## src/pkg/chg_regs.svh

```systemverilog
`ifndef CHG_REGS_SVH
`define CHG_REGS_SVH
// Register indices; byte address is four times the index
`define CHG_IDX_STATUS      3'h0
`define CHG_IDX_CTRL        3'h1
`define CHG_IDX_SUPV        3'h2
`define CHG_IDX_SPECIAL     3'h5
// Status register fields
`define CHG_STS_RESTART_BIT 7
`define CHG_STS_STATE_LSB   4
`define CHG_STS_FAULT_LSB   0
// Control register fields and reset value
`define CHG_CTRL_ILIM_LSB   6
`define CHG_CTRL_RST        8'h00
// Special charger flag position
`define CHG_SPECIAL_BIT     4
// Charge state field codes
`define CHG_CS_READY        2'h0
`define CHG_CS_CHARGING     2'h1
`define CHG_CS_DONE         2'h2
`define CHG_CS_FAULT        2'h3
// Fault codes
`define CHG_FLT_NONE        3'h0
`define CHG_FLT_SLEEP       3'h2
`define CHG_FLT_BAT_OVP     3'h4
`define CHG_FLT_TIMER       3'h6
`define CHG_FLT_NO_BAT      3'h7
// Input limit codes
`define CHG_ILIM_100MA      2'h0
`define CHG_ILIM_500MA      2'h1
// Clock rate and times in their own units
`define CHG_CLK_KHZ         250000
`define CHG_T_PULSE_NS      128000
`define CHG_T_DETECT_MS     262
`define CHG_T_INT_MS        2000
`define CHG_T_WDOG_S        32
`define CHG_T_SAFETY_MIN    15
// Derived counts
`define CHG_CYC_PER_MS      (`CHG_CLK_KHZ)
`define CHG_PULSE_CYC       ((`CHG_T_PULSE_NS * (`CHG_CLK_KHZ / 1000)) / 1000)
`define CHG_WDOG_MS         (`CHG_T_WDOG_S * 1000)
`define CHG_SAFETY_MS       (`CHG_T_SAFETY_MIN * 60000)
`endif

```

## src/pkg/chg_pkg.sv

```systemverilog
package chg_pkg;
  typedef enum logic [9:0] {
    CHG_ST_IDLE    = 10'h001,
    CHG_ST_HIZ     = 10'h002,
    CHG_ST_SLEEP   = 10'h004,
    CHG_ST_SHORT   = 10'h008,
    CHG_ST_CHARGE  = 10'h010,
    CHG_ST_DETECT  = 10'h020,
    CHG_ST_ABSWAIT = 10'h040,
    CHG_ST_DONE    = 10'h080,
    CHG_ST_OVP     = 10'h100,
    CHG_ST_TFAULT  = 10'h200
  } chg_state_e;
  typedef logic [31:0] chg_cnt_t;
endpackage : chg_pkg

```

## src/pkg/chg_tb_if.sv

```systemverilog
`timescale 1ns/1ps
// Millisecond time base shared by all slow timers
interface chg_tb_if;
  logic tick;
  logic run;
  modport src (output tick, input run);
  modport snk (input tick, output run);
endinterface : chg_tb_if

```

## src/hw/chg_timebase.sv

```systemverilog
`timescale 1ns/1ps
`include "chg_regs.svh"
// Prescaler giving a one-cycle tick once per millisecond
module chg_timebase
  import chg_pkg::*;
#(
  parameter int unsigned CYC_PER_MS = `CHG_CYC_PER_MS
) (
  input  wire logic ref_clk,
  input  wire logic resetn,
  chg_tb_if.src     tb
);
  chg_cnt_t pre_q;

  // Divider chain, cleared to zero and held there while not running
  always_ff @(posedge ref_clk or negedge resetn) begin
    if (!resetn) begin
      pre_q   <= '0;
      tb.tick <= 1'b0;
    end else if (!tb.run) begin
      pre_q   <= '0;
      tb.tick <= 1'b0;
    end else if (pre_q == chg_cnt_t'(CYC_PER_MS - 1)) begin
      pre_q   <= '0;
      tb.tick <= 1'b1;
    end else begin
      pre_q   <= pre_q + 32'h1;
      tb.tick <= 1'b0;
    end
  end
endmodule : chg_timebase

```

## src/hw/chg_supervisor.sv

```systemverilog
// Implementation choices: the Avalon-MM slave port and the register addresses.
`timescale 1ns/1ps
`include "chg_regs.svh"
// Behaviour
// RQ1 - Supply under battery plus sleep offset yet above minimum: sleep, switch and converter off
// RQ2 - Supply at input floor: cut charge current and set special charger flag
// RQ3 - Battery overvoltage stops converter, sets fault, pulses status; clears on exit
// RQ4 - Battery below short threshold while charging: reduced short-circuit current
// RQ5 - First variant, default mode: 262 ms check after short mode, absent means idle; the code enters CHG_ST_HIZ instead
// RQ6 - Second variant skips that check and regulates at default voltage
// RQ7 - Host mode, above recharge with termination: converter off, discharge for 262 ms
// RQ8 - Sampled below recharge: battery absent, defaults restored, resume after delay
// RQ9 - Good adapter and battery start safety timer; host write switches to watchdog
// RQ10 - Host writes restart bit; device restarts watchdog then clears bit
// RQ11 - Watchdog expiry ends charge, restores defaults, returns to safety timer mode
// RQ12 - Safety expiry stops charge, reports fault code, pulses status 128 us
// RQ13 - Timer fault cleared only by power-up; fault bits held until host reads
// RQ14 - At power-up host mode keeps programmed bits, else defaults in default mode
// RQ15 - Default mode with battery above low threshold stays high impedance
// RQ16 - Input limit from pin or variant in default mode, from field in host mode
// RQ17 - Charge only with good adapter and battery below recharge threshold
// RQ18 - Watchdog period within 15 to 40 seconds, nominally 32
// RQ19 - Safety timer period within 12 to 15 minutes
// RQ20 - All slow timers run from one millisecond time base
module chg_supervisor
  import chg_pkg::*;
#(
  parameter int unsigned CYC_PER_MS = `CHG_CYC_PER_MS,
  parameter int unsigned PULSE_CYC  = `CHG_PULSE_CYC,
  parameter int unsigned DETECT_MS  = `CHG_T_DETECT_MS,
  parameter int unsigned INT_MS     = `CHG_T_INT_MS,
  parameter int unsigned WDOG_MS    = `CHG_WDOG_MS,
  parameter int unsigned SAFETY_MS  = `CHG_SAFETY_MS
) (
  input  wire logic        ref_clk,
  input  wire logic        resetn,
  input  wire logic [4:0]  avs_address,
  input  wire logic        avs_read,
  input  wire logic        avs_write,
  input  wire logic [31:0] avs_writedata,
  output logic      [31:0] avs_readdata,
  output logic             avs_waitrequest,
  input  wire logic        variant_sel,
  input  wire logic        vbus_por,
  input  wire logic        adapter_good,
  input  wire logic        vbus_below_sleep,
  input  wire logic        vbus_above_min,
  input  wire logic        vbus_at_floor,
  input  wire logic        bat_ovp,
  input  wire logic        bat_short,
  input  wire logic        bat_above_recharge,
  input  wire logic        bat_above_lowv,
  input  wire logic        term_current_det,
  input  wire logic        input_limit_select_pin,
  output logic             conv_en,
  output logic             rev_switch_en,
  output logic             short_mode,
  output logic             current_reduce,
  output logic             discharge_en,
  output logic             reg_default,
  output logic      [1:0]  ilim_code,
  output logic             stat_out,
  output logic             stat_oe_n
);
  chg_state_e state_q, state_d;
  chg_cnt_t   det_q, wd_q, sf_q, pulse_q;
  logic [7:0] ctrl_q;
  logic [2:0] fault_q;
  logic       host_q, restart_q, ack_q, fault_seen_q, special_q;
  logic       absent_q, pchk_arm_q, pchk_run_q;
  logic       rd_acc, wr_acc, tmr_done, sf_run, sf_exp, wd_exp, flt_evt;
  logic [2:0] flt_code;
  logic [31:0] rd_mux;
  chg_tb_if   tb ();

  function automatic logic reg_hit(input logic [4:0] a, input logic [2:0] idx);
    reg_hit = (a[4:2] == idx) && (a[1:0] == 2'h0);
  endfunction : reg_hit

  chg_timebase #(.CYC_PER_MS(CYC_PER_MS)) u_tb (
    .ref_clk (ref_clk),
    .resetn  (resetn),
    .tb      (tb)
  );
  assign tb.run = 1'b1; // RQ20

  // Bus handshake: one wait cycle, then accept
  assign avs_waitrequest = (avs_read || avs_write) && !ack_q;
  assign rd_acc          = avs_read && ack_q;
  assign wr_acc          = avs_write && ack_q;

  always_ff @(posedge ref_clk or negedge resetn) begin
    if (!resetn) begin
      ack_q <= 1'b0;
    end else begin
      ack_q <= (avs_read || avs_write) && !ack_q;
    end
  end

  // Read multiplexer
  always_comb begin
    rd_mux = 32'h0;
    if (reg_hit(avs_address, `CHG_IDX_STATUS)) begin
      rd_mux[`CHG_STS_RESTART_BIT] = restart_q;
      rd_mux[`CHG_STS_STATE_LSB +: 2] =
        (state_q == CHG_ST_TFAULT || state_q == CHG_ST_OVP) ? `CHG_CS_FAULT :
        (state_q == CHG_ST_DONE) ? `CHG_CS_DONE :
        (conv_en ? `CHG_CS_CHARGING : `CHG_CS_READY);
      rd_mux[`CHG_STS_FAULT_LSB +: 3] = fault_q;
    end else if (reg_hit(avs_address, `CHG_IDX_CTRL)) begin
      rd_mux[7:0] = ctrl_q;
    end else if (reg_hit(avs_address, `CHG_IDX_SUPV)) begin
      rd_mux[2:0] = {conv_en, absent_q, host_q};
    end else if (reg_hit(avs_address, `CHG_IDX_SPECIAL)) begin
      rd_mux[`CHG_SPECIAL_BIT] = special_q;
    end
  end

  always_ff @(posedge ref_clk or negedge resetn) begin
    if (!resetn) begin
      avs_readdata <= 32'h0;
    end else if (avs_read && !ack_q) begin
      avs_readdata <= rd_mux;
    end
  end

  // Host mode, control field and restart bit
  always_ff @(posedge ref_clk or negedge resetn) begin
    if (!resetn) begin
      host_q    <= 1'b0;
      ctrl_q    <= `CHG_CTRL_RST;
      restart_q <= 1'b0;
    end else begin
      restart_q <= 1'b0; // RQ10
      if (wd_exp) begin
        host_q <= 1'b0; // RQ11
        ctrl_q <= `CHG_CTRL_RST;
      end else if (vbus_por && !host_q) begin
        ctrl_q <= `CHG_CTRL_RST; // RQ14
      end else if (state_q == CHG_ST_DETECT && tmr_done && !bat_above_recharge) begin
        ctrl_q <= `CHG_CTRL_RST; // RQ8
      end
      if (wr_acc) begin
        host_q <= 1'b1; // RQ9
        if (reg_hit(avs_address, `CHG_IDX_STATUS)) begin
          restart_q <= avs_writedata[`CHG_STS_RESTART_BIT]; // RQ10
        end else if (reg_hit(avs_address, `CHG_IDX_CTRL)) begin
          ctrl_q <= avs_writedata[7:0];
        end
      end
    end
  end

  // Watchdog and safety timers on the shared tick
  assign sf_run = !host_q && adapter_good && !absent_q && state_q != CHG_ST_TFAULT
                  && state_q != CHG_ST_HIZ; // RQ9
  assign sf_exp = sf_run && tb.tick && sf_q == chg_cnt_t'(SAFETY_MS - 1); // RQ19
  assign wd_exp = host_q && !restart_q && !wr_acc && tb.tick
                  && wd_q == chg_cnt_t'(WDOG_MS - 1); // RQ18

  always_ff @(posedge ref_clk or negedge resetn) begin
    if (!resetn) begin
      wd_q <= '0;
      sf_q <= '0;
    end else begin
      if (!host_q || restart_q || wr_acc || wd_exp) begin
        wd_q <= '0; // RQ10
      end else if (tb.tick) begin
        wd_q <= wd_q + 32'h1;
      end
      if (!sf_run || sf_exp) begin
        sf_q <= '0; // RQ11
      end else if (tb.tick) begin
        sf_q <= sf_q + 32'h1;
      end
    end
  end

  // Shared interval timer for detection, presence check and retry delay
  assign tmr_done = tb.tick && det_q == chg_cnt_t'(
                    (state_q == CHG_ST_ABSWAIT ? INT_MS : DETECT_MS) - 1);

  always_ff @(posedge ref_clk or negedge resetn) begin
    if (!resetn) begin
      det_q <= '0;
    end else if (state_d != state_q || tmr_done) begin
      det_q <= '0;
    end else if (tb.tick) begin
      det_q <= det_q + 32'h1;
    end
  end

  // Power-up presence check arming and battery absence
  always_ff @(posedge ref_clk or negedge resetn) begin
    if (!resetn) begin
      pchk_arm_q <= 1'b0;
      pchk_run_q <= 1'b0;
      absent_q   <= 1'b0;
    end else if (vbus_por) begin
      pchk_arm_q <= !variant_sel && !host_q; // RQ5 RQ6
      pchk_run_q <= 1'b0;
      absent_q   <= 1'b0;
    end else begin
      if (state_q == CHG_ST_SHORT && state_d == CHG_ST_CHARGE && pchk_arm_q) begin
        pchk_arm_q <= 1'b0;
        pchk_run_q <= !host_q; // RQ5
      end else if (state_q != CHG_ST_CHARGE || tmr_done) begin
        pchk_run_q <= 1'b0;
      end
      if (state_q == CHG_ST_CHARGE && pchk_run_q && tmr_done && bat_above_recharge) begin
        absent_q <= 1'b1; // RQ5
      end
    end
  end

  // Next state
  always_comb begin
    state_d = state_q;
    if (vbus_por) begin
      state_d = CHG_ST_IDLE; // RQ13
    end else if (state_q == CHG_ST_TFAULT) begin
      state_d = CHG_ST_TFAULT; // RQ13
    end else if (sf_exp) begin
      state_d = CHG_ST_TFAULT; // RQ12
    end else if (bat_ovp) begin
      state_d = CHG_ST_OVP; // RQ3
    end else if (vbus_below_sleep && vbus_above_min) begin
      state_d = CHG_ST_SLEEP; // RQ1
    end else if (wd_exp) begin
      state_d = CHG_ST_IDLE; // RQ11
    end else begin
      case (state_q)
        CHG_ST_IDLE: begin
          if (absent_q || (!host_q && bat_above_lowv)) begin
            state_d = CHG_ST_HIZ; // RQ15
          end else if (adapter_good && !bat_above_recharge) begin
            state_d = CHG_ST_SHORT; // RQ17
          end
        end
        CHG_ST_HIZ: begin
          if (!absent_q && (host_q || !bat_above_lowv)) begin
            state_d = CHG_ST_IDLE;
          end
        end
        CHG_ST_SHORT: begin
          if (!adapter_good) begin
            state_d = CHG_ST_IDLE;
          end else if (!bat_short) begin
            state_d = CHG_ST_CHARGE;
          end
        end
        CHG_ST_CHARGE: begin
          if (!adapter_good) begin
            state_d = CHG_ST_IDLE;
          end else if (bat_short) begin
            state_d = CHG_ST_SHORT; // RQ4
          end else if (pchk_run_q && tmr_done && bat_above_recharge) begin
            state_d = CHG_ST_HIZ; // RQ5
          end else if (host_q && bat_above_recharge && term_current_det) begin
            state_d = CHG_ST_DETECT; // RQ7
          end
        end
        CHG_ST_DETECT: begin
          if (tmr_done) begin
            state_d = bat_above_recharge ? CHG_ST_DONE : CHG_ST_ABSWAIT; // RQ8
          end
        end
        CHG_ST_ABSWAIT: begin
          if (tmr_done) begin
            state_d = CHG_ST_IDLE; // RQ8
          end
        end
        CHG_ST_DONE: begin
          if (!bat_above_recharge) begin
            state_d = CHG_ST_IDLE;
          end
        end
        default: state_d = CHG_ST_IDLE;
      endcase
    end
  end

  always_ff @(posedge ref_clk or negedge resetn) begin
    if (!resetn) begin
      state_q <= CHG_ST_IDLE;
    end else begin
      state_q <= state_d;
    end
  end

  // Registered drive outputs; enables from the next state, reg_default and ilim_code from the mode
  always_ff @(posedge ref_clk or negedge resetn) begin
    if (!resetn) begin
      conv_en        <= 1'b0;
      rev_switch_en  <= 1'b0;
      short_mode     <= 1'b0;
      current_reduce <= 1'b0;
      discharge_en   <= 1'b0;
      reg_default    <= 1'b1;
      ilim_code      <= `CHG_ILIM_100MA;
    end else begin
      conv_en        <= state_d == CHG_ST_SHORT || state_d == CHG_ST_CHARGE; // RQ1 RQ3 RQ7
      rev_switch_en  <= state_d != CHG_ST_SLEEP && state_d != CHG_ST_HIZ; // RQ1
      short_mode     <= state_d == CHG_ST_SHORT; // RQ4
      current_reduce <= state_d == CHG_ST_CHARGE && vbus_at_floor; // RQ2
      discharge_en   <= state_d == CHG_ST_DETECT; // RQ7
      reg_default    <= !host_q; // RQ6
      if (host_q) begin
        ilim_code <= ctrl_q[`CHG_CTRL_ILIM_LSB +: 2]; // RQ16
      end else if (!variant_sel && !input_limit_select_pin) begin
        ilim_code <= `CHG_ILIM_100MA;
      end else begin
        ilim_code <= `CHG_ILIM_500MA;
      end
    end
  end

  // Special charger flag follows the input floor while charging
  always_ff @(posedge ref_clk or negedge resetn) begin
    if (!resetn) begin
      special_q <= 1'b0;
    end else begin
      special_q <= state_q == CHG_ST_CHARGE && vbus_at_floor; // RQ2
    end
  end

  // Fault events, held code and status pulse
  assign flt_evt  = state_d != state_q && (state_d == CHG_ST_TFAULT || state_d == CHG_ST_OVP
                    || state_d == CHG_ST_SLEEP || (state_d == CHG_ST_HIZ && absent_q == 1'b0
                    && state_q == CHG_ST_CHARGE));
  assign flt_code = state_d == CHG_ST_TFAULT ? `CHG_FLT_TIMER :
                    state_d == CHG_ST_OVP ? `CHG_FLT_BAT_OVP :
                    state_d == CHG_ST_SLEEP ? `CHG_FLT_SLEEP : `CHG_FLT_NO_BAT;

  always_ff @(posedge ref_clk or negedge resetn) begin
    if (!resetn) begin
      fault_q      <= `CHG_FLT_NONE;
      fault_seen_q <= 1'b1;
    end else if (vbus_por) begin
      fault_q      <= `CHG_FLT_NONE; // RQ13
      fault_seen_q <= 1'b1;
    end else if (flt_evt && fault_seen_q) begin
      fault_q      <= flt_code; // RQ12 RQ13
      fault_seen_q <= 1'b0;
    end else if (rd_acc && reg_hit(avs_address, `CHG_IDX_STATUS)) begin
      fault_seen_q <= 1'b1;
    end
  end

  always_ff @(posedge ref_clk or negedge resetn) begin
    if (!resetn) begin
      pulse_q   <= '0;
      stat_oe_n <= 1'b1;
    end else if (flt_evt) begin
      pulse_q   <= chg_cnt_t'(PULSE_CYC - 1); // RQ3 RQ12
      stat_oe_n <= 1'b0;
    end else if (pulse_q != '0) begin
      pulse_q   <= pulse_q - 32'h1;
    end else begin
      stat_oe_n <= 1'b1;
    end
  end
  assign stat_out = 1'b0; // Open-drain, drives low only
endmodule : chg_supervisor

```

## config.mk

```make
export PLATFORM = sky130hd
export DESIGN_NAME = chg_supervisor
export DESIGN_NICKNAME = d
export VERILOG_FILES = /design/src/pkg/chg_pkg.sv /design/src/pkg/chg_tb_if.sv /design/src/hw/chg_timebase.sv /design/src/hw/chg_supervisor.sv
export VERILOG_INCLUDE_DIRS = /design/src /design/src/pkg
export SDC_FILE = /design/constraint.sdc
export NUM_CORES = 1
export LEC_CHECK = 0
export BUFFER_PORTS_ARGS = -buffer_cell sky130_fd_sc_hd__buf_4
export CAP_MARGIN = 20
export CORE_ASPECT_RATIO = 1.1
export CORE_MARGIN = 2
export CORE_UTILIZATION = 60
export CTS_BUF_LIST = sky130_fd_sc_hd__clkbuf_8
export DETAILED_ROUTE_END_ITERATION = 16
export PLACE_DENSITY = 0.8
export SLEW_MARGIN = 30
export SYNTH_ARGS = -nofsm -noshare
export SYNTH_HDL_FRONTEND = slang
export SYNTH_SLANG_ARGS = --single-unit
```

## constraint.sdc

```tcl
create_clock -name ref_clk -period 7.5 [get_ports ref_clk]
set_clock_uncertainty 0.2 [all_clocks]
set_input_delay 1.875 -clock ref_clk [delete_from_list [all_inputs] [get_ports ref_clk]]
set_output_delay 1.875 -clock ref_clk [all_outputs]
set_load 0.1 [all_outputs]
```

== Word-level counts from Yosys, hierarchy flattened ==
Index checks and enable logic that the tools add are counted.
Cells by class
  $add $sub $neg: 6
  $mul: 0
  div/mod/pow operators: 0
  order comparisons: 0
  equality and inequality tests: 30
  shift-type cells: 0
  muxes and demuxes: 75
  bitwise gates (word level): 1
  reductions and logical operators: 82
Operators with widths (number)
  32-bit 2-to-1 mux: 9
  10-bit 2-to-1 mux: 18
  32-bit by 1-bit adder with 32-bit output (second input constant): 4
  10-bit case mux with 7 select lines: 1
  8-bit 2-to-1 mux: 7
  1-bit logical AND: 45
  32-bit by 15-bit == test with 1-bit output (second input constant): 1
  32-bit by 18-bit == test with 1-bit output (second input constant): 1
  32-bit by 20-bit == test with 1-bit output (second input constant): 1
  32-bit == test: 1
  32-bit nonzero test: 1
  32-bit by 1-bit subtractor with 32-bit output (second input constant): 1
  3-bit 2-to-1 mux: 9
  1-bit 2-to-1 mux: 26
  10-bit == test (second input constant): 2
  10-bit by 2-bit == test with 1-bit output (second input constant): 2
  10-bit by 4-bit == test with 1-bit output (second input constant): 2
  10-bit by 5-bit == test with 1-bit output (second input constant): 2
  10-bit by 6-bit == test with 1-bit output (second input constant): 2
  10-bit by 9-bit == test with 1-bit output (second input constant): 2
  10-bit by 2-bit inequality test with 1-bit output (second input constant): 2
  2-bit nonzero test: 8
  1-bit logical OR: 14
  11-bit by 1-bit subtractor with 12-bit output (second input constant): 1
  other kinds (19): 32
Storage, ports and cells
  flip-flop bits (word level): 207
  bits in latches: 0
  memory bits (writable): 0
  ROM bits: 0
  input bits: 53
  output and inout port bits: 43
  logic and storage cells: 220
  memories: 0

== Longest topological paths before layout ==
Gate-level depths: netlist (run 1).
  depth in word-level cells: 25
  gate-level depth with buffers: 13
  mapped depth without buffers: 12

== Cells and area by module ==
A second synthesis (run 1) with hierarchy kept.
Unflattened totals
  cell total of the unflattened synthesis: 1204
  area total of the unflattened synthesis: 11248.3 um^2
By module, submodules not included
  chg_supervisor: instances 1, cells an instance 1023, area an instance 9507.9 um^2, sequential area each 4359.2 um^2
  chg_timebase: instances 1, cells an instance 181, area an instance 1740.4 um^2, sequential area each 825.8 um^2

== Least setup slack after synthesis (run 1) ==
Ideal clock, no wire load.
  path kind: input-to-output
  start point: input port avs_write
  end point: output port avs_waitrequest
  arrival: 3.187 ns
  required time: 5.425 ns
  setup slack: 2.238 ns
  cell stages on the path: 2
  path buffers: 0
  cell sequence: nor2_1 nor2_1
On the way
  word-level cells in the longest chain between the ends: 2
Ends and longest elaborated chain
  from (decl): RTL line chg_supervisor.sv:39  | input wire logic avs_write,
  1-bit logical OR: RTL line chg_supervisor.sv:88  | assign avs_waitrequest = (avs_read || avs_write) && !ack_q;
  1-bit logical AND: RTL line chg_supervisor.sv:88
  to (decl): RTL line chg_supervisor.sv:42  | output logic avs_waitrequest,
No other way between the ends.

== Final worst setup path (run 1) ==
  start point: input port adapter_good
  end point: register fault_q[2]
On the way
  word-level cells in the longest chain between the ends: 17
  elaborated cells on any way between the ends: 36
  those cells by class: eq/ne (5); mux (16); reduce/logical (15)
Ends and longest elaborated chain
  from (decl): RTL line chg_supervisor.sv:45  | input wire logic adapter_good,
  1-bit logical AND: RTL line chg_supervisor.sv:236  | end else if (adapter_good && !bat_above_recharge) begin
  10-bit 2-to-1 mux: RTL line chg_supervisor.sv:236
  10-bit 2-to-1 mux: RTL line chg_supervisor.sv:234  | if (absent_q || (!host_q && bat_above_lowv)) begin
  10-bit case mux with 7 select lines: RTL line chg_supervisor.sv:232  | case (state_q)
  10-bit 2-to-1 mux: RTL line chg_supervisor.sv:229  | end else if (wd_exp) begin
  10-bit 2-to-1 mux: RTL line chg_supervisor.sv:227  | end else if (vbus_below_sleep && vbus_above_min) begin
  10-bit 2-to-1 mux: RTL line chg_supervisor.sv:225  | end else if (bat_ovp) begin
  10-bit 2-to-1 mux *: RTL line chg_supervisor.sv:223  | end else if (sf_exp) begin
  10-bit 2-to-1 mux *: RTL line chg_supervisor.sv:221  | end else if (state_q == CHG_ST_TFAULT) begin
  10-bit 2-to-1 mux *: RTL line chg_supervisor.sv:219  | if (vbus_por) begin
  branches (longest 7 deep; another with 10-bit by 3-bit == test with 1-bit output)
  to (signal assigned): RTL line chg_supervisor.sv:337  | fault_q <= `CHG_FLT_NONE;
  to (signal assigned): RTL line chg_supervisor.sv:340  | fault_q <= `CHG_FLT_NONE;
  to (signal assigned): RTL line chg_supervisor.sv:343  | fault_q <= flt_code;
  to (decl): RTL line chg_supervisor.sv:68  | logic [2:0] fault_q;
Every way passes the cells marked *. The select of a mux whose other input is x is not followed.
A chain may end at the register's enable or synchronous reset.

==> impl_metrics.py, run 1 <==
metrics = {
    "worst_hold_path": {
        "hold_end": "u_tb.pre_q[0]",
        "hold_depth": 1,
        "hp-start": "u_tb.pre_q[0]",
        "hp-class": "register to register",
    },
    "critical_path": {
        "crit_path_start_kind": "input port",
        "crit_fanout": 35,
        "worst-setup-path-type": "input port to register",
        "worstPathArrival_ns": 5.21,
        "r2r_start": "sf_q[17]",
        "worstSetupEndpointType": "register",
        "r2r_setup_slack_ns": 3.03,
        "timing.rr.end": "fault_q[2]",
        "r2r_cells": 10,
        "worstPathRequired_ns": 7.70,
    },
    "clock_tree": {
        "clk_latency_ns": 0.53,
        "cts_tree": "built",
        "cts-root-buf": "clkbuf_8",
        "h-tree-depth": 2,
        "path_clk_slew_ns": 0.06,
        "cts_buffers": 36,
        "cts_sinks": 207,
        "postCtsSetupRepairBufs": 0,
        "cts_max_path_buffers": 3,
        "cts_resized": 0,
        "postCtsHoldBufs": 0,
    },
    "floorplanning": {
        "core_area_um2": 17680,
        "dieArea_um2": 19100,
        "die_width_um": 131.9,
        "rows": 51,
        "fp.dieH_um": 144.7,
        "start_util_pct": 61.12,
        "boundaryPins": 96,
    },
    "global_routing": {
        "grt_max_degree": 114,
        "grt_overflow_total": 0,
        "grt_first_pass_wirelength_um": 38090,
        "grt.total_usage_pct": 23.93,
        "antenna_found_initial": 0,
        "grt_pass1_vias": 8241,
    },
    "layout": {
        "final_common_cell": "dfrtp_1",
        "area_growth_pct": 11.15,
        "drive_above_1_share_pct": 10.87,
        "fin_nets": 1257,
        "layout_common_cells": "dfrtp_1 (203), nor2_1 (168), nand2_1 (100)",
        "diodes": 0,
    },
    "synth": {
        "syn_avg_cell_area_um2": 9.403,
        "synth_cells": 1149,
        "synth.largest_area_cell": "dfrtp_1",
        "yosysUniqueCellTypes": 71,
        "synth_seq_cells": 207,
        "synth_area_um2": 10800,
        "synth-edff-count": 0,
        "yosys.area.top_type_share_pct": 47.02,
        "ys.flop_type": "dfrtp_1",
        "synthArstFlopShare_pct": 100.0,
        "synth_area_leaders": "dfrtp_1 (47%), xor2_1 (6.2%), nor2_1 (5.8%), xnor2_1 (4.6%), nand2_1 (3.5%)",
        "yosys_warnings": 0,
        "yosysSeqAreaShare_pct": 47.99,
    },
    "pwr": {
        "leakagePower_uw": 0.005166,
        "cellPowerDensity_nw_per_um2": 206.0,
        "peakVddDrop_mv": 0.1641,
        "power_uw": 2474,
    },
    "timing": {
        "final_hold_viol_count": 0,
        "finalCritPeriodShare_pct": 66.80,
        "finalMaxSlewViolations": 0,
        "relSlewSlack_pct": 44.68,
        "fmax_mhz": 199.6,
        "setup_tns_ns": 0,
        "rsz0062_at_grt": "no",
        "tightest_slew_ns": 0.8223,
        "fin_crit_ns": 5.010,
        "setup-violations-final": 0,
    },
    "detailed_routing": {
        "route.detailed.drc": 0,
        "drt.antenna.violating_nets": 0,
        "vias": 8428,
        "via_per_inst": 5.765,
        "first_pass_iters": 5,
        "routed_wl_um": 22270,
        "post_drt_wl_per_cell_um": 15.24,
        "drt_iter0_drc": 709,
    },
    "outcome": {
        "status": "finished clean",
    },
    "place": {
        "globalplace.congestion": 0.8864,
        "numPortBuffers": 46,
        "hpwlAfterDp_um": 15110,
    },
    "run": {
        "cap_violations": 0,
    },
}
[worst max-delay path, stage by stage]
cell	delay [ns]
buf_4	0.15
or3b_2	0.45
a31oi_1	0.28
nand3_2	0.22
or3b_1	0.41
or2_1	0.37
o211ai_1	0.17
and3_1	0.26
a21oi_4	0.68
nand2_2	0.19
mux2i_1	0.15
[through the flow]
stage / util (%) / worst slack (ns) / hold slack [ns] / area, µm² / cells
2_1_floorplan: - / 2.238 / 0.2251 / 10890 / 1173
3_3_place_gp: 63.52 / 1.979 / 0.2447 / 11230 / 1399
3_5_place_dp: 63.54 / 1.972 / 0.2461 / 11230 / 1399
4_1_cts: 67.93 / 2.539 / 0.2539 / 12010 / 1462
5_1_grt: 67.94 / 2.255 / 0.2761 / 12010 / 1462
6_report: 67.94 / 2.490 / 0.2538 / 12010 / 1462
[registers in the layout, summed over array words and instances (netlist names), 2 cells and up]
signal and count:
pulse_q 32, ctrl_q 8, u_tb.pre_q 32, ilim_code 2, avs_readdata 8, det_q 32
sf_q 32, state_q 10, fault_q 3, wd_q 32
[kinds of logic after synthesis]
family | count (synthesis) | share of synthesized area [%]
fa+ha+maj | 5 | 0.5790
other cells | 1 | 0.03471
xor+xnor | 134 | 10.86
simple gates | 578 | 27.61
buf+inv | 79 | 3.868
flops | 207 | 47.99
mux | 11 | 1.077
compound gates | 134 | 7.980
[power breakdown]
group,internal [µW],leakage [µW],switching (µW)
Combinational,55.9,0.00195,164
Clock,638,0.000434,454
Sequential,1140,0.00278,21.3
Total,1830,0.00517,640
[how the worst max path moves through the flow]
stage	from	end	depth (start not counted)
after CTS	adapter_good	fault_q[2]	11
after detailed placement	avs_write	fault_q[2]	10
after floorplan	avs_write	avs_waitrequest	2
after global placement	avs_write	fault_q[2]	10
after global routing	adapter_good	fault_q[2]	11
final	adapter_good	fault_q[2]	11
[cell type report]
| cell class | count | area (µm²) |
|---|---|---|
| clock buffers | 44 | 605.6 |
| well taps | 238 | 297.8 |
| multi-input cells | 887 | 5296 |
| clock inverters | 19 | 170.2 |
| inverters | 15 | 56.30 |
| repair buffers | 52 | 397.9 |
| fillers | 1416 | 5667 |
| flip-flops and latches | 207 | 5185 |
[routing by layer]
layer | vias up | global-route usage [%] | share of wire, %
met1 | 4081 | 31.53 | 45
met2 | 219 | 40.21 | 49
li1 | 4083 | - | -
met4 | 0 | 8.810 | 2.1
met5 | - | 0 | 0
met3 | 45 | 4.145 | 4.7
[synthesized netlist by cell type, types with 4 or more instances]
library cell	instances
ha_1	5
nand2b_1	16
nor2_1	168
and4_1	8
clkbuf_1	24
o21ai_0	38
nor4b_1	6
buf_4	25
nor4_1	26
and2_1	11
or4_1	11
a21oi_1	39
o31ai_1	4
o211ai_1	4
mux2_2	5
a22o_1	8
nand4_1	42
o21ai_1	6
dfstp_2	4
and3_1	28
or2_2	4
xor2_1	77
or3_1	24
nor3b_1	7
nand2_1	100
mux2i_1	6
a31oi_1	7
dfrtp_1	203
buf_2	10
xnor2_1	57
a22oi_1	5
inv_1	14
nor3_1	38
nand3_1	52
nor2b_1	11
Note: power is estimated with default switching activity, not from simulation.
==> inputs of run 2 (changes only) <==
==> constraint.sdc (replaced) <==
create_clock -name ref_clk -period 4.7 [get_ports ref_clk]
set_clock_uncertainty 0.2 [all_clocks]
set_input_delay 1.175 -clock ref_clk [delete_from_list [all_inputs] [get_ports ref_clk]]
set_output_delay 1.175 -clock ref_clk [all_outputs]
set_load 0.1 [all_outputs]
==> run 2 against run 1 <==
  * Die area stayed put
  * Clock power increased by 42%
  * Worst setup slack lost 1.7 ns
  * Power increased by 52%
  * Routed wire length decreased by 2.5%
  * Sequential power is 59% higher
  * Critical path type is now register to register
  * Clock-buffer cell count is the same
==> impl_metrics.py, run 2 (synthesis gave the netlist of run 1 again) <==
metrics = {
    "critical_path": {
        "r2r_setup_slack_ns": 0.80,
        "crit_slowest_cell": "nor4_1",
        "worstPathRequired_ns": 4.90,
        "worstSetupEndpointType": "register",
        "timing.rr.end": "fault_q[2]",
        "crit_family": "simple AND/OR/NAND/NOR gates",
        "crit_path_cell_trace": "or4b_1 -> nor4_1 -> nand3_2 -> or3b_1 -> a211oi_4 -> xor2_1 -> and3b_1 -> a21oi_4 -> nand2_2 -> mux2i_1",
        "cp_num_cells": 10,
        "crit_path_start_kind": "register",
        "crit_fanout": 16,
        "worst-setup-path-type": "register to register",
        "cp_num_buf_inv": 0,
        "worstPathArrival_ns": 4.10,
        "r2r_cells": 10,
        "crit_start": "sf_q[17]",
        "r2r_start": "sf_q[17]",
        "endpoint": "fault_q[2]",
        "cpPeakStageDelay_ns": 0.57,
    },
    "floorplanning": {
        "fp.dieH_um": 144.7,
        "rows": 51,
        "start_util_pct": 61.12,
        "core_area_um2": 17680,
        "boundaryPins": 96,
        "dieArea_um2": 19100,
        "die_width_um": 131.9,
    },
    "clock_tree": {
        "cts_buffers": 36,
        "postCtsSetupRepairBufs": 0,
        "clk_latency_ns": 0.53,
        "cts_sinks": 207,
        "postCtsHoldBufs": 0,
        "cts_tree": "built",
        "cts-root-buf": "clkbuf_8",
        "cts_max_path_buffers": 3,
        "path_clk_slew_ns": 0.06,
        "h-tree-depth": 2,
        "cts_resized": 0,
    },
    "timing": {
        "rsz0062_at_grt": "no",
        "layout_setup_ws_ns": 0.8003,
        "fin_crit_ns": 3.900,
        "setup_tns_ns": 0,
        "setup-violations-final": 0,
        "tightest_slew_ns": 0.7931,
        "relSlewSlack_pct": 46.64,
        "finalCritPeriodShare_pct": 82.97,
        "fmax_mhz": 256.4,
        "final_hold_viol_count": 0,
        "finalMaxSlewViolations": 0,
    },
    "outcome": {
        "status": "finished clean",
    },
    "global_routing": {
        "grt_first_pass_wirelength_um": 37610,
        "grt_pass1_vias": 8237,
        "grt_max_degree": 116,
        "grt.total_usage_pct": 23.40,
        "grt_overflow_total": 0,
        "antenna_found_initial": 0,
    },
    "layout": {
        "layout_common_cells": "dfrtp_1 (203), nor2_1 (168), nand2_1 (100)",
        "area_growth_pct": 11.36,
        "fin_nets": 1266,
        "drive_above_1_share_pct": 11.35,
        "final_common_cell": "dfrtp_1",
        "diodes": 0,
    },
    "pwr": {
        "cellPowerDensity_nw_per_um2": 312.9,
        "leakagePower_uw": 0.005190,
        "peakVddDrop_mv": 0.2172,
    },
    "place": {
        "dpl_worst_slack_ns": 0.3057,
        "numPortBuffers": 46,
        "hpwlAfterDp_um": 14800,
        "globalplace.congestion": 0.9164,
    },
    "detailed_routing": {
        "drt_iter0_drc": 497,
        "route.detailed.drc": 0,
        "post_drt_wl_per_cell_um": 14.76,
        "via_per_inst": 5.738,
        "drt.antenna.violating_nets": 0,
        "vias": 8447,
        "routed_wl_um": 21720,
        "first_pass_iters": 5,
    },
    "run": {
        "cap_violations": 0,
    },
    "worst_hold_path": {
        "hold_depth": 1,
        "hp-class": "register to register",
    },
}
[run 2: layout make-up]
class                      count  area (µm²)
clock buffer                  44       605.6
clock inverter                20       91.34
fill                        1407        5644
inverter                      15       56.30
multi-input combinational    887        5298
sequential                   207        5185
tap                          238       297.8
timing repair buffer          61       498.0
[run 2: worst min-delay path by stage]
stage / start / endpoint / slack, ns
floorplan: u_tb.pre_q[0] / u_tb.pre_q[0] / 0.23
CTS: u_tb.pre_q[31] / u_tb.pre_q[31] / 0.27
detailed placement: u_tb.pre_q[0] / u_tb.pre_q[0] / 0.24
finish: u_tb.pre_q[31] / u_tb.pre_q[31] / 0.27
global route: resetn / pulse_q[2] / 0.28
global placement: u_tb.pre_q[0] / u_tb.pre_q[0] / 0.24
[run 2: layer usage]
layer	vias up	wire, µm	GRT usage (%)
met1	4088	9850	31.57
met2	207	10440	38.21
met3	45	975	4.249
met4	0	453	8.753
li1	4107	-	-
met5	-	0	0
[run 2: where the power goes]
part / switching [µW] / internal (µW)
clock network: 703 / 847
registers: 33.6 / 1820
logic: 263 / 96.7
total: 1000 / 2760
[run 2: stage by stage]
step	instance area [µm²]	hold slack (ns)	power [µW]	cells	util [%]
after global routing	12030	0.2787	3924	1472	68.07
after floorplan	10890	0.2251	2152	1173	-
after global placement	11300	0.2424	2236	1407	63.93
after detailed placement	11300	0.2427	2242	1407	63.93
final	12030	0.2666	3765	1472	68.07
after CTS	12000	0.2703	3808	1471	67.87
==> inputs of run 3 (changes only) <==
--- a/config.mk
+++ b/config.mk
@@ -6,6 +6,7 @@
 export SDC_FILE = /design/constraint.sdc
 export NUM_CORES = 1
 export LEC_CHECK = 0
+export ABC_AREA = 1
 export BUFFER_PORTS_ARGS = -buffer_cell sky130_fd_sc_hd__buf_4
 export CAP_MARGIN = 20
 export CORE_ASPECT_RATIO = 1.1
==> constraint.sdc (replaced) <==
create_clock -name ref_clk -period 3.9 [get_ports ref_clk]
set_clock_uncertainty 0.2 [all_clocks]
set_input_delay 0.975 -clock ref_clk [delete_from_list [all_inputs] [get_ports ref_clk]]
set_output_delay 0.975 -clock ref_clk [all_outputs]
set_load 0.1 [all_outputs]
==> run 3 against run 2 <==
  * Non-clock buffer count is 8 higher
  * Cell area is 11% higher
  * Combinational power is 46% higher
  * Flip-flop and latch count stayed put
  * Register-to-register slack worse by 0.38 ns
  * First-iteration DRC count is 39% higher
  * Power is 27% higher
  * Maximum frequency is 12% higher
  * Die area is 9.9% higher
  * Via count is 28% higher
==> impl_metrics.py, run 3 <==
metrics = {
    "outcome": {
        "status": "finished clean",
    },
    "pwr": {
        "internal_power_uw": 3431,
        "swShare_pct": 28.09,
        "peakVddDrop_mv": 0.2915,
        "p_seq_share_pct": 46.9,
        "p_comb_share_pct": 11.0,
        "power_uw": 4771,
        "clkPwrFrac_pct": 42.1,
        "cellPowerDensity_nw_per_um2": 358.7,
        "p_sw_uw": 1340,
        "leakagePower_uw": 0.006243,
    },
    "layout": {
        "multi_input_area_um2": 5609,
        "seq_area_um2": 5185,
        "fill_cells": 1673,
        "final_common_cell": "nand2_1",
        "fin_nets": 1732,
        "postLayoutCoreUtil_pct": 67.65,
        "area_growth_pct": 11.76,
        "drive_above_1_share_pct": 11.30,
        "layout_common_cells": "nand2_1 (297), inv_1 (237), nor2_1 (234)",
        "diodes": 0,
        "instances_no_fill": 1951,
    },
    "synth": {
        "synthMostInstantiatedCell": "nand2_1",
        "yosys.area.top_type_share_pct": 42.68,
        "yosysSeqAreaShare_pct": 43.57,
        "yosys_warnings": 0,
        "synth_area_leaders": "dfrtp_1 (43%), nand2_1 (9.4%), nor2_1 (7.4%), inv_1 (7.2%), nand3_1 (4.0%)",
        "synthArstFlopShare_pct": 100.0,
        "yosysUniqueCellTypes": 57,
        "syn_avg_cell_area_um2": 7.480,
        "ys.flop_type": "dfrtp_1",
        "synth_commonest_cells": "nand2_1 (297), nor2_1 (234), inv_1 (227)",
        "synth.largest_area_cell": "dfrtp_1",
        "synth_cells": 1591,
        "synth_area_um2": 11900,
        "synth-edff-count": 0,
        "synth_seq_cells": 207,
    },
    "timing": {
        "final_hold_viol_count": 0,
        "setup_tns_ns": 0,
        "fmax_mhz": 287.4,
        "fin_crit_ns": 3.480,
        "layout_setup_ws_ns": 0.4200,
        "relSlewSlack_pct": 38.06,
        "finalMaxSlewViolations": 0,
        "setup-violations-final": 0,
        "finalCritPeriodShare_pct": 89.23,
        "tightest_slew_ns": 0.9206,
        "rsz0062_at_grt": "no",
    },
    "place": {
        "hpwlAfterDp_um": 20450,
        "numPlacedInstances": 1887,
        "dpl_worst_slack_ns": 0.1438,
        "globalplace.congestion": 0.9640,
        "numPortBuffers": 46,
    },
    "detailed_routing": {
        "drt_iter0_drc": 693,
        "routed_wl_um": 27930,
        "vias": 10811,
        "first_pass_iters": 5,
        "route.detailed.drc": 0,
        "drt.antenna.violating_nets": 0,
        "via_per_inst": 5.541,
        "post_drt_wl_per_cell_um": 14.31,
    },
    "clock_tree": {
        "cts-root-buf": "clkbuf_8",
        "cts_buffers": 37,
        "postCtsHoldBufs": 0,
        "h-tree-depth": 2,
        "path_clk_slew_ns": 0.06,
        "cts_tree": "built",
        "postCtsSetupRepairBufs": 0,
        "clk_latency_ns": 0.55,
        "cts_sinks": 207,
        "cts_resized": 0,
        "cts_max_path_buffers": 3,
    },
    "critical_path": {
        "crit_start": "state_q[9]",
        "crit_slowest_cell": "dfrtp_1",
        "crit_path_start_kind": "register",
        "crit_path_cell_trace": "inv_2 -> nand2_1 -> nor2_2 -> nand2_1 -> nand2_1 -> a31oi_1 -> nand2_1 -> nand2_1 -> nor2_1 -> inv_1 -> nor2_2 -> nand3_2 -> nor2_2 -> nand2_1 -> nor2_2 -> nand4_1 -> nor3_4 -> nand3_1 -> nand2_1 -> nor2_1",
        "cp_common_cell": "nand2_1",
        "cp_num_buf_inv": 2,
        "cpPeakStageDelay_ns": 0.45,
        "r2r_start": "state_q[9]",
        "worstPathRequired_ns": 4.11,
        "worstSetupEndpointType": "register",
        "worstPathArrival_ns": 3.69,
        "crit_fanout": 6,
        "worst-setup-path-type": "register to register",
        "crit_family": "simple AND/OR/NAND/NOR gates",
    },
    "floorplanning": {
        "rows": 54,
        "boundaryPins": 96,
        "fp.dieH_um": 151.7,
        "core_area_um2": 19660,
        "start_util_pct": 60.53,
        "dieArea_um2": 20980,
        "die_width_um": 138.3,
    },
    "global_routing": {
        "grt_max_degree": 71,
        "grt_pass1_vias": 10379,
        "antenna_found_initial": 0,
        "grt_first_pass_wirelength_um": 46770,
        "grt_overflow_total": 0,
        "grt.total_usage_pct": 26.47,
    },
    "worst_hold_path": {
        "hp-class": "input port to asynchronous set/reset pin",
    },
    "run": {
        "cap_violations": 0,
    },
}
run 3: cells by family after synthesis:
family	count (synthesis)	share of synthesized area (%)
fa+ha+maj	5	0.5257
xor+xnor	39	2.870
flops	207	43.57
buf+inv	286	10.17
other cells	1	0.03151
compound gates	213	10.51
simple gates	840	32.33
run 3: metal layers:
layer  global-route usage [%]  routed length (µm)
met3                    4.431                1557
met5                        0                   0
met2                    45.97               13630
met4                    9.184                 577
met1                    34.00               12160
run 3: per-stage QoR:
step           hold slack [ns]  cell area, µm²
6_report                0.2201           13300
5_1_grt                 0.2522           13300
4_1_cts                 0.2401           13300
3_5_place_dp            0.2560           12560
3_3_place_gp            0.2485           12560
2_1_floorplan           0.2326           11990
run 3: power groups by stage:
stage	clock [µW]	combinational [µW]	sequential, µW
finish	2010	526	2240
global route	2150	569	2240
floorplan	0	332	2320
CTS	2050	527	2240
detailed placement	0	526	2270
global placement	0	514	2270
run 3: layout make-up:
cell class	instances	share of cell area, %
Clock buffer	48	4.967
Clock inverter	16	0.5832
Inverter	237	6.707
Multi-Input combinational cell	1122	42.17
Sequential cell	207	38.98
Tap cell	252	2.370
Timing Repair Buffer	69	4.224
run 3: path summary, 6_finish.rpt:
| check | end | cells past startpoint | slack (ns) |
|---|---|---|---|
| worst min register to register | u_tb.pre_q[0] | 1 | 0.26 |
| min in group ref_clk | u_tb.pre_q[0] | 1 | 0.26 |
| max in group asynchronous | stat_oe_n | 2 | 2.47 |
| worst min-delay path | pulse_q[27] | 1 | 0.22 |
| worst max-delay path | sf_q[29] | 20 | 0.42 |
| worst max register to register | sf_q[29] | 20 | 0.42 |
